File: src/lci_consts.vh
// Constants for the light curtain status indicator
//Contract
//- Sync valid while either sync beam free
//- Scan steps first to last beam once, then wraps to the first
//- Transmitter main lamp: dark, red, green
//- Secondary lamp flashes 10 s if range wired, then channel
//- Receiver red steady off, 1 Hz external
//- Receiver red flashes 10 Hz on internal
//- Outputs on: green, 1 Hz when weak
//- Yellow lit: interlock blocking, field free
//- Yellow dark otherwise
//- States on, off and locked
`ifndef LCI_CONSTS_VH
`define LCI_CONSTS_VH

// System clock rate in Hz
`define LCI_CLK_HZ        50000000
// Flash rates in Hz
`define LCI_SLOW_HZ       1
`define LCI_FAST_HZ       10
// Flash window after reset, in seconds
`define LCI_WINDOW_S      10
// Dwell on each beam, in ns, and its cycle count (rounded up)
`define LCI_BEAM_NS       1000
`define LCI_CLK_NS        20
`define LCI_BEAM_CYC      ((`LCI_BEAM_NS + `LCI_CLK_NS - 1) / `LCI_CLK_NS)

// Beam index width and index of the last beam
`define LCI_BEAM_W        4
`define LCI_LAST_BEAM     4'hF
`define LCI_FIRST_BEAM    4'h0

// Operating states
`define LCI_ST_W          2
`define LCI_ST_OFF        2'h0
`define LCI_ST_ON         2'h1
`define LCI_ST_LOCKED     2'h2

`endif

File: src/lci_status.v
// Light curtain status indication, scanning and operating state
`timescale 1ns/1ps
`include "lci_consts.vh"

module lci_status #(
	parameter [31:0] SLOW_HALF = `LCI_CLK_HZ / (2 * `LCI_SLOW_HZ),
	parameter [31:0] FAST_HALF = `LCI_CLK_HZ / (2 * `LCI_FAST_HZ),
	parameter [31:0] WINDOW_CYC = `LCI_CLK_HZ * `LCI_WINDOW_S
) (
	// Clock and reset
	input  wire                   CLK_SYS,
	input  wire                   RST_B,
	// Optical and wiring inputs (asynchronous)
	input  wire                   BEAM_RX,
	input  wire                   SYNC_BEAM_A_FREE,
	input  wire                   SYNC_BEAM_B_FREE,
	input  wire                   RANGE_SEL_WIRED,
	input  wire                   CHANNEL_TWO,
	// Status from on-chip logic (same clock)
	input  wire                   TX_DEVICE_ERROR,
	input  wire                   EXT_FAULT,
	input  wire                   INT_FAULT,
	input  wire                   WEAK_SIGNAL,
	input  wire                   RESTART_INTERLOCK_EN,
	input  wire                   RESTART_REQ,
	// Scan
	output reg  [`LCI_BEAM_W-1:0] BEAM_SEL,
	output reg                    SCAN_DONE,
	output reg                    FIELD_FREE,
	output reg                    SYNC_VALID,
	// State
	output reg  [`LCI_ST_W-1:0]   DEV_STATE,
	output reg                    SAFETY_SWITCH_OUTPUT,
	// Lamps
	output reg                    TX_MAIN_RED,
	output reg                    TX_MAIN_GREEN,
	output reg                    TX_SEC_GREEN,
	output reg                    RX_MAIN_RED,
	output reg                    RX_MAIN_GREEN,
	output reg                    RX_YELLOW
);

	// Synchroniser stages for the five pin inputs
	reg  [4:0]             pin_s1_reg;   // First stage, read only by second
	reg  [4:0]             pin_s2_reg;   // Safe to use
	wire                   beam_rx;
	wire                   sync_a;
	wire                   sync_b;
	wire                   range_wired;
	wire                   chan_two;

	// Scan state
	reg  [31:0]            dwell_reg;    // Cycles spent on current beam
	reg                    all_free_reg; // Accumulates over one scan

	// Flash dividers
	reg  [31:0]            slow_cnt_reg;
	reg  [31:0]            fast_cnt_reg;
	reg                    slow_ph_reg;  // About 1 Hz square wave
	reg                    fast_ph_reg;  // About 10 Hz square wave

	// Flash window after reset
	reg  [31:0]            win_cnt_reg;
	reg                    win_act_reg;

	// Operating state and interlock
	reg  [`LCI_ST_W-1:0]   st_next;
	reg                    int_cls_reg;  // Lock-out caused by internal fault
	reg                    blocking_reg; // Interlock holding outputs off
	reg                    blocking_next;

	assign beam_rx     = pin_s2_reg[0];
	assign sync_a      = pin_s2_reg[1];
	assign sync_b      = pin_s2_reg[2];
	assign range_wired = pin_s2_reg[3];
	assign chan_two    = pin_s2_reg[4];

	// Two-stage synchroniser for all pin inputs
	always @(posedge CLK_SYS or negedge RST_B) begin
		if (!RST_B) begin
			pin_s1_reg <= 5'h00;
			pin_s2_reg <= 5'h00;
		end else begin
			pin_s1_reg <= {CHANNEL_TWO, RANGE_SEL_WIRED, SYNC_BEAM_B_FREE,
				SYNC_BEAM_A_FREE, BEAM_RX};
			pin_s2_reg <= pin_s1_reg;
		end
	end

	// Beam scan: dwell on each beam, step first to last, then wrap.
	// Field result only changes at scan end, so response time is up to two scans.
	always @(posedge CLK_SYS or negedge RST_B) begin
		if (!RST_B) begin
			dwell_reg    <= 32'h00000000;
			BEAM_SEL     <= `LCI_FIRST_BEAM;
			all_free_reg <= 1'b1;
			FIELD_FREE   <= 1'b0;
			SCAN_DONE    <= 1'b0;
			SYNC_VALID   <= 1'b0;
		end else begin
			SCAN_DONE  <= 1'b0;
			// Either coded sync beam suffices
			SYNC_VALID <= sync_a | sync_b;
			if (dwell_reg == `LCI_BEAM_CYC - 1) begin
				// Sample the beam at end of its dwell
				dwell_reg <= 32'h00000000;
				if (BEAM_SEL == `LCI_LAST_BEAM) begin
					// Scan complete: publish and restart
					FIELD_FREE   <= all_free_reg & beam_rx;
					SCAN_DONE    <= 1'b1;
					all_free_reg <= 1'b1;
					BEAM_SEL     <= `LCI_FIRST_BEAM;
				end else begin
					// Next beam in sequence
					all_free_reg <= all_free_reg & beam_rx;
					BEAM_SEL     <= BEAM_SEL + 4'h1;
				end
			end else begin
				dwell_reg <= dwell_reg + 32'h00000001;
			end
		end
	end

	// Flash dividers from the system clock
	always @(posedge CLK_SYS or negedge RST_B) begin
		if (!RST_B) begin
			slow_cnt_reg <= 32'h00000000;
			fast_cnt_reg <= 32'h00000000;
			slow_ph_reg  <= 1'b0;
			fast_ph_reg  <= 1'b0;
		end else begin
			if (slow_cnt_reg >= SLOW_HALF - 32'h1) begin
				slow_cnt_reg <= 32'h00000000;
				slow_ph_reg  <= ~slow_ph_reg;
			end else begin
				slow_cnt_reg <= slow_cnt_reg + 32'h00000001;
			end
			if (fast_cnt_reg >= FAST_HALF - 32'h1) begin
				fast_cnt_reg <= 32'h00000000;
				fast_ph_reg  <= ~fast_ph_reg;
			end else begin
				fast_cnt_reg <= fast_cnt_reg + 32'h00000001;
			end
		end
	end

	// Window timer: runs once from reset release, then holds
	always @(posedge CLK_SYS or negedge RST_B) begin
		if (!RST_B) begin
			win_cnt_reg <= 32'h00000000;
			win_act_reg <= 1'b1;
		end else if (win_act_reg) begin
			if (win_cnt_reg >= WINDOW_CYC - 32'h1) begin
				win_act_reg <= 1'b0;
			end else begin
				win_cnt_reg <= win_cnt_reg + 32'h00000001;
			end
		end
	end

	// Next operating state and interlock
	always @* begin
		st_next       = DEV_STATE;
		blocking_next = blocking_reg;
		case (DEV_STATE)
			`LCI_ST_OFF: begin
				// Restart request releases interlock only with the field free; disabling the interlock releases it at once
				if (RESTART_REQ && FIELD_FREE) begin
					blocking_next = 1'b0;
				end
				if (!RESTART_INTERLOCK_EN) begin
					blocking_next = 1'b0;
				end
				if (FIELD_FREE && SYNC_VALID && !blocking_next) begin
					st_next = `LCI_ST_ON;
				end
			end
			`LCI_ST_ON: begin
				// Interruption or lost sync drops outputs
				if (!FIELD_FREE || !SYNC_VALID) begin
					st_next       = `LCI_ST_OFF;
					blocking_next = RESTART_INTERLOCK_EN;
				end
			end
			`LCI_ST_LOCKED: begin
				// Lock-out holds until power is removed
				st_next = `LCI_ST_LOCKED;
			end
			default: begin
				st_next = `LCI_ST_LOCKED;
			end
		endcase
		// Any fault forces lock-out from every state
		if (EXT_FAULT || INT_FAULT) begin
			st_next = `LCI_ST_LOCKED;
		end
	end

	// State registers; interlock armed at start-up
	always @(posedge CLK_SYS or negedge RST_B) begin
		if (!RST_B) begin
			DEV_STATE            <= `LCI_ST_OFF;
			blocking_reg         <= 1'b1;
			int_cls_reg          <= 1'b0;
			SAFETY_SWITCH_OUTPUT <= 1'b0;
		end else begin
			DEV_STATE            <= st_next;
			blocking_reg         <= blocking_next;
			// Internal class sticks once seen while locking
			if (INT_FAULT) begin
				int_cls_reg <= 1'b1;
			end
			SAFETY_SWITCH_OUTPUT <= (st_next == `LCI_ST_ON);
		end
	end

	// Lamp drivers; dark under reset stands for unpowered
	always @(posedge CLK_SYS or negedge RST_B) begin
		if (!RST_B) begin
			TX_MAIN_RED   <= 1'b0;
			TX_MAIN_GREEN <= 1'b0;
			TX_SEC_GREEN  <= 1'b0;
			RX_MAIN_RED   <= 1'b0;
			RX_MAIN_GREEN <= 1'b0;
			RX_YELLOW     <= 1'b0;
		end else begin
			// Transmitter main: red on error, else green
			TX_MAIN_RED   <= TX_DEVICE_ERROR;
			TX_MAIN_GREEN <= ~TX_DEVICE_ERROR;
			// Secondary: flash in window if wired, then channel
			if (win_act_reg && range_wired) begin
				TX_SEC_GREEN <= slow_ph_reg;
			end else begin
				TX_SEC_GREEN <= chan_two;
			end
			// Receiver main: fault class wins over output state
			case (DEV_STATE)
				`LCI_ST_LOCKED: begin
					RX_MAIN_GREEN <= 1'b0;
					if (int_cls_reg) begin
						RX_MAIN_RED <= fast_ph_reg;
					end else begin
						RX_MAIN_RED <= slow_ph_reg;
					end
				end
				`LCI_ST_ON: begin
					RX_MAIN_RED <= 1'b0;
					// Weak signal flashes the green
					RX_MAIN_GREEN <= WEAK_SIGNAL ? slow_ph_reg : 1'b1;
				end
				default: begin
					// Outputs off: steady red
					RX_MAIN_RED   <= 1'b1;
					RX_MAIN_GREEN <= 1'b0;
				end
			endcase
			// Yellow only when release is possible
			RX_YELLOW <= RESTART_INTERLOCK_EN && blocking_reg &&
				FIELD_FREE && (DEV_STATE == `LCI_ST_OFF);
		end
	end

endmodule

File: config.mk
export PLATFORM = sky130hd
export DESIGN_NAME = lci_status
export DESIGN_NICKNAME = d
export VERILOG_FILES = /design/src/lci_status.v
export VERILOG_INCLUDE_DIRS = /design/src
export SDC_FILE = /design/constraint.sdc
export NUM_CORES = 1
export LEC_CHECK = 0
export BUFFER_PORTS_ARGS = -buffer_cell sky130_fd_sc_hd__buf_4
export CORE_ASPECT_RATIO = 1.75
export CORE_MARGIN = 3
export CORE_UTILIZATION = 55
export DETAILED_ROUTE_END_ITERATION = 10
export PLACE_DENSITY = 0.8
export SETUP_SLACK_MARGIN = 0.02
export SYNTH_ARGS = -nofsm -noshare
export SYNTH_HDL_FRONTEND = slang
export SYNTH_SLANG_ARGS = --single-unit
File: constraint.sdc
create_clock -name CLK_SYS -period 4.9 [get_ports CLK_SYS]
set_input_delay 0.49 -clock CLK_SYS [delete_from_list [all_inputs] [get_ports CLK_SYS]]
set_output_delay 0.49 -clock CLK_SYS [all_outputs]
set_load 0.01 [all_outputs]
==> implementation parameters <==
Parameter                              Value

Outcome
  Status ... complete, no violations

Yosys
  Number of instances in the synthesized netlist ... 605
  Largest area contributor in the netlist ... dfrtp_1
  Area of the mapped netlist ... 6761 µm²
  Dominant cells by area after synthesis ... dfrtp_1, xnor2_1, xor2_1
  Synth cell types ... 46
  Synth top area share ... 0.5811
  Fraction of registers with async set or reset after synthesis ... 1.000
  Share of synthesized area occupied by flip-flops and latches ... 0.5927
  Count of flip-flops with a built-in enable after synthesis ... 0
  Most common flop cell mapped by yosys ... dfrtp_1
  Warning count from the yosys run ... 0
  Synthesized area per cell ... 11.18 µm²
  Flops & latches, synth ... 160

Power
  Worst IR Drop VDD ... 0.2525 mV
  LEAKAGE ... 3.433 nW
  Power density over cell area ... 355.5 nW/µm²

Placement
  DPL Wire Length ... 8315 µm
  Routability congestion estimate from global placement ... 0.7998
  Area post-placement ... 7194 µm²
  Post-Place Worst Slack ... 2.202 ns
  Port bufs ... 28

Final layout
  Final design area excluding fillers ... 7823 µm²
  Signed area change from the synthesized netlist to the final layout ... 15.69%
  Multi-input logic area ... 2706 µm²
  Area of all sequential standard cells ... 4008 µm²
  Filler Cells Inserted ... 886
  Final layout net count ... 676
  Fraction of final layout cells sized beyond drive strength 1 ... 0.1091
  Number of antenna cells inserted ... 0

Critical path
  Endpoint kind of the worst setup timing path ... register
  Worst setup path start ... win_act_reg
  Number of cells on the worst reg-to-reg path ... 6
  Startpoint type of the worst setup path ... register
  RR Startpoint ... win_act_reg
  Critical path class ... register to register
  Worst endpoint required time ... 5.20 ns
  Endpoint of the worst-slack reg-to-reg timing path ... win_cnt_reg[23]
  Worst reg2reg setup slack ... 2.27 ns
  Data arrival time of the critical path ... 2.93 ns
  Critical path fanouts, max ... 29
  Worst setup endpoint ... win_cnt_reg[23]

GRT
  Wire length of the first global-routing pass ... 22430 µm
  Overall global routing resource usage ... 0.2007
  Antenna violations before repair ... 0
  Maximum number of pins on one net before global-route repair ... 119
  Total congestion overflow after global routing ... 0
  Number of global-route vias before repair ... 4875

Drt
  Total detailed-routing wirelength ... 12740 µm
  Average wire length per cell after detail routing ... 15.28 µm
  Post-route DRC violation count ... 0
  Final ANT Viol Nets ... 0
  Via Count ... 4585
  Number of design-rule violations left by the first detailed-router iteration ... 212
  Vias per cell ... 5.498
  Initial DRT Pass Iterations ... 4

Clock tree
  CTS tree ... yes
  Post-CTS setup repair buffer count ... 0
  Clk root buf ... clkbuf_16
  Bufs on Longest Clock Path ... 2
  Clock latency reported for the late side of the worst-skew pair ... 0.42 ns
  CTS buffer count ... 17
  CTS clk-pin slew, worst paths ... 0.06 ns
  CTS H-tree depth ... 4
  Resized Gates After CTS ... 0
  Clock sink count ... 160
  Count of hold-fix buffers inserted at cts ... 0

Run
  Max_cap viols ... 0

Hold path
  Worst min-delay path category ... input port to register

Timing
  Final setup margin ... 2.268 ns
  Worst Tran Pin Value ... 1.103 ns
  Worst setup skew after layout ... 0.01015 ns
  Summed negative setup slack over all endpoints ... 0 ns
  Number of hold violations in the final report ... 0
  Slew Limit Headroom ... 0.2584
  Max frequency ... 0.3800 GHz
  Unrepaired setup endpoints after global routing ... false
  Crit path time final ... 2.632 ns
  Max-slew violation count ... 0
  Count of final setup violators ... 0
  Final worst path period share ... 0.5371

Floorplanning
  Full die area ... 13710 µm²
  Top Ports ... 29
  Starting density of the core ... 0.5633
  Core Rows ... 53
  Horizontal die dimension ... 89.82 µm
  Core Box Area ... 12000 µm²
  Height of the die ... 152.7 µm
## final cells by class
class | instances | area share
Clock buffer | 19 | 0.05662
Clock inverter | 12 | 0.02367
Inverter | 12 | 0.005758
Multi-Input combinational cell | 436 | 0.3460
Sequential cell | 160 | 0.5123
Tap cell | 165 | 0.02639
Timing Repair Buffer | 30 | 0.02927
## worst min-delay path by stage
| stage | endpoint | slack (ns) | start | depth (start not counted) |
|---|---|---|---|---|
| 2_1_floorplan | BEAM_SEL[0] | 0.19 | RST_B | 0 |
| 3_3_place_gp | pin_s2_reg[2] | 0.34 | pin_s1_reg[2] | 0 |
| 3_5_place_dp | pin_s2_reg[0] | 0.34 | pin_s1_reg[0] | 0 |
| 4_1_cts | pin_s1_reg[4] | 0.16 | CHANNEL_TWO | 1 |
| 5_1_grt | pin_s1_reg[0] | 0.17 | BEAM_RX | 1 |
| 6_report | pin_s1_reg[4] | 0.17 | CHANNEL_TWO | 1 |
## stage by stage
stage | power [mW] | hold WS (ns) | cells | utilization
global route | 2.868 | 0.1681 | 834 | 0.6517
global placement | 1.415 | 0.3357 | 803 | 0.5994
finish | 2.781 | 0.1745 | 834 | 0.6517
CTS | 2.803 | 0.1633 | 834 | 0.6517
detailed placement | 1.417 | 0.3440 | 803 | 0.5994
floorplan | 1.375 | 0.1944 | 621 | -
## cells in the final DEF (no fill, tap or decap), drive strengths merged, types with 3 or more instances in the layout
cell type,instances
a31oi,4
inv,13
o21ai,7
ha,6
and3,18
a21oi,3
nor4,17
nand4b,3
and4,8
buf,30
clkinv,3
dfstp,3
clkinvlp,4
nor2,76
mux2,3
nand4,31
or3,4
nand3,42
clkbuf,19
nor2b,3
xnor2,63
xor2,38
and2,3
nand2,50
nor3,14
bufinv,4
nand3b,3
conb,17
dfrtp,157
or4,3
## cells in the mapped netlist (4+ instances only)
cell type and n:
dfrtp_1 157, nor2_1 76, xnor2_1 63, nand2_1 50, nand3_1 38, xor2_1 38, nand4_1 31, and3_1 18
nor4_1 16, nor3_1 14, inv_1 12, and4_1 8, o21ai_0 7, clkbuf_1 6, ha_1 6, a31oi_1 4
buf_2 4, nand3_2 4, or3_1 4
## worst max-delay path, stage by stage (launching register included)
cell	delay, ns
dfstp_2	0.52
nor4b_1	0.37
nand3_1	0.13
nor3_1	0.16
a22o_1	0.87
nand4_1	0.27
xnor2_1	0.20
## per-layer routing
layer	share of wire	vias up	global-route usage
li1	-	2169	-
met1	0.38	2309	0.2259
met2	0.56	75	0.3610
met3	0.026	32	0.04298
met4	0.028	0	0.09357
met5	0	-	0
## kinds of logic (layout without fill, tap and decap cells)
kind of cell	after synthesis	count (layout)	synth area share
AO/OA/AOI/OAI	25	25	0.02443
multiplexers	4	4	0.006476
buffers and inverters	25	73	0.01684
adder cells (fa/ha/maj)	6	6	0.01110
other	1	17	0.0005546
flip-flops	160	160	0.5927
AND/OR/NAND/NOR	283	283	0.2171
XOR/XNOR	101	101	0.1308
## power breakdown
group,switching (mW),internal (mW),leakage [nW]
registers,0.00642,1.34,2.12
clock network,0.523,0.867,0.292
logic,0.0337,0.0130,1.02
total,0.563,2.22,3.43
(Power assumes the default switching activity.)
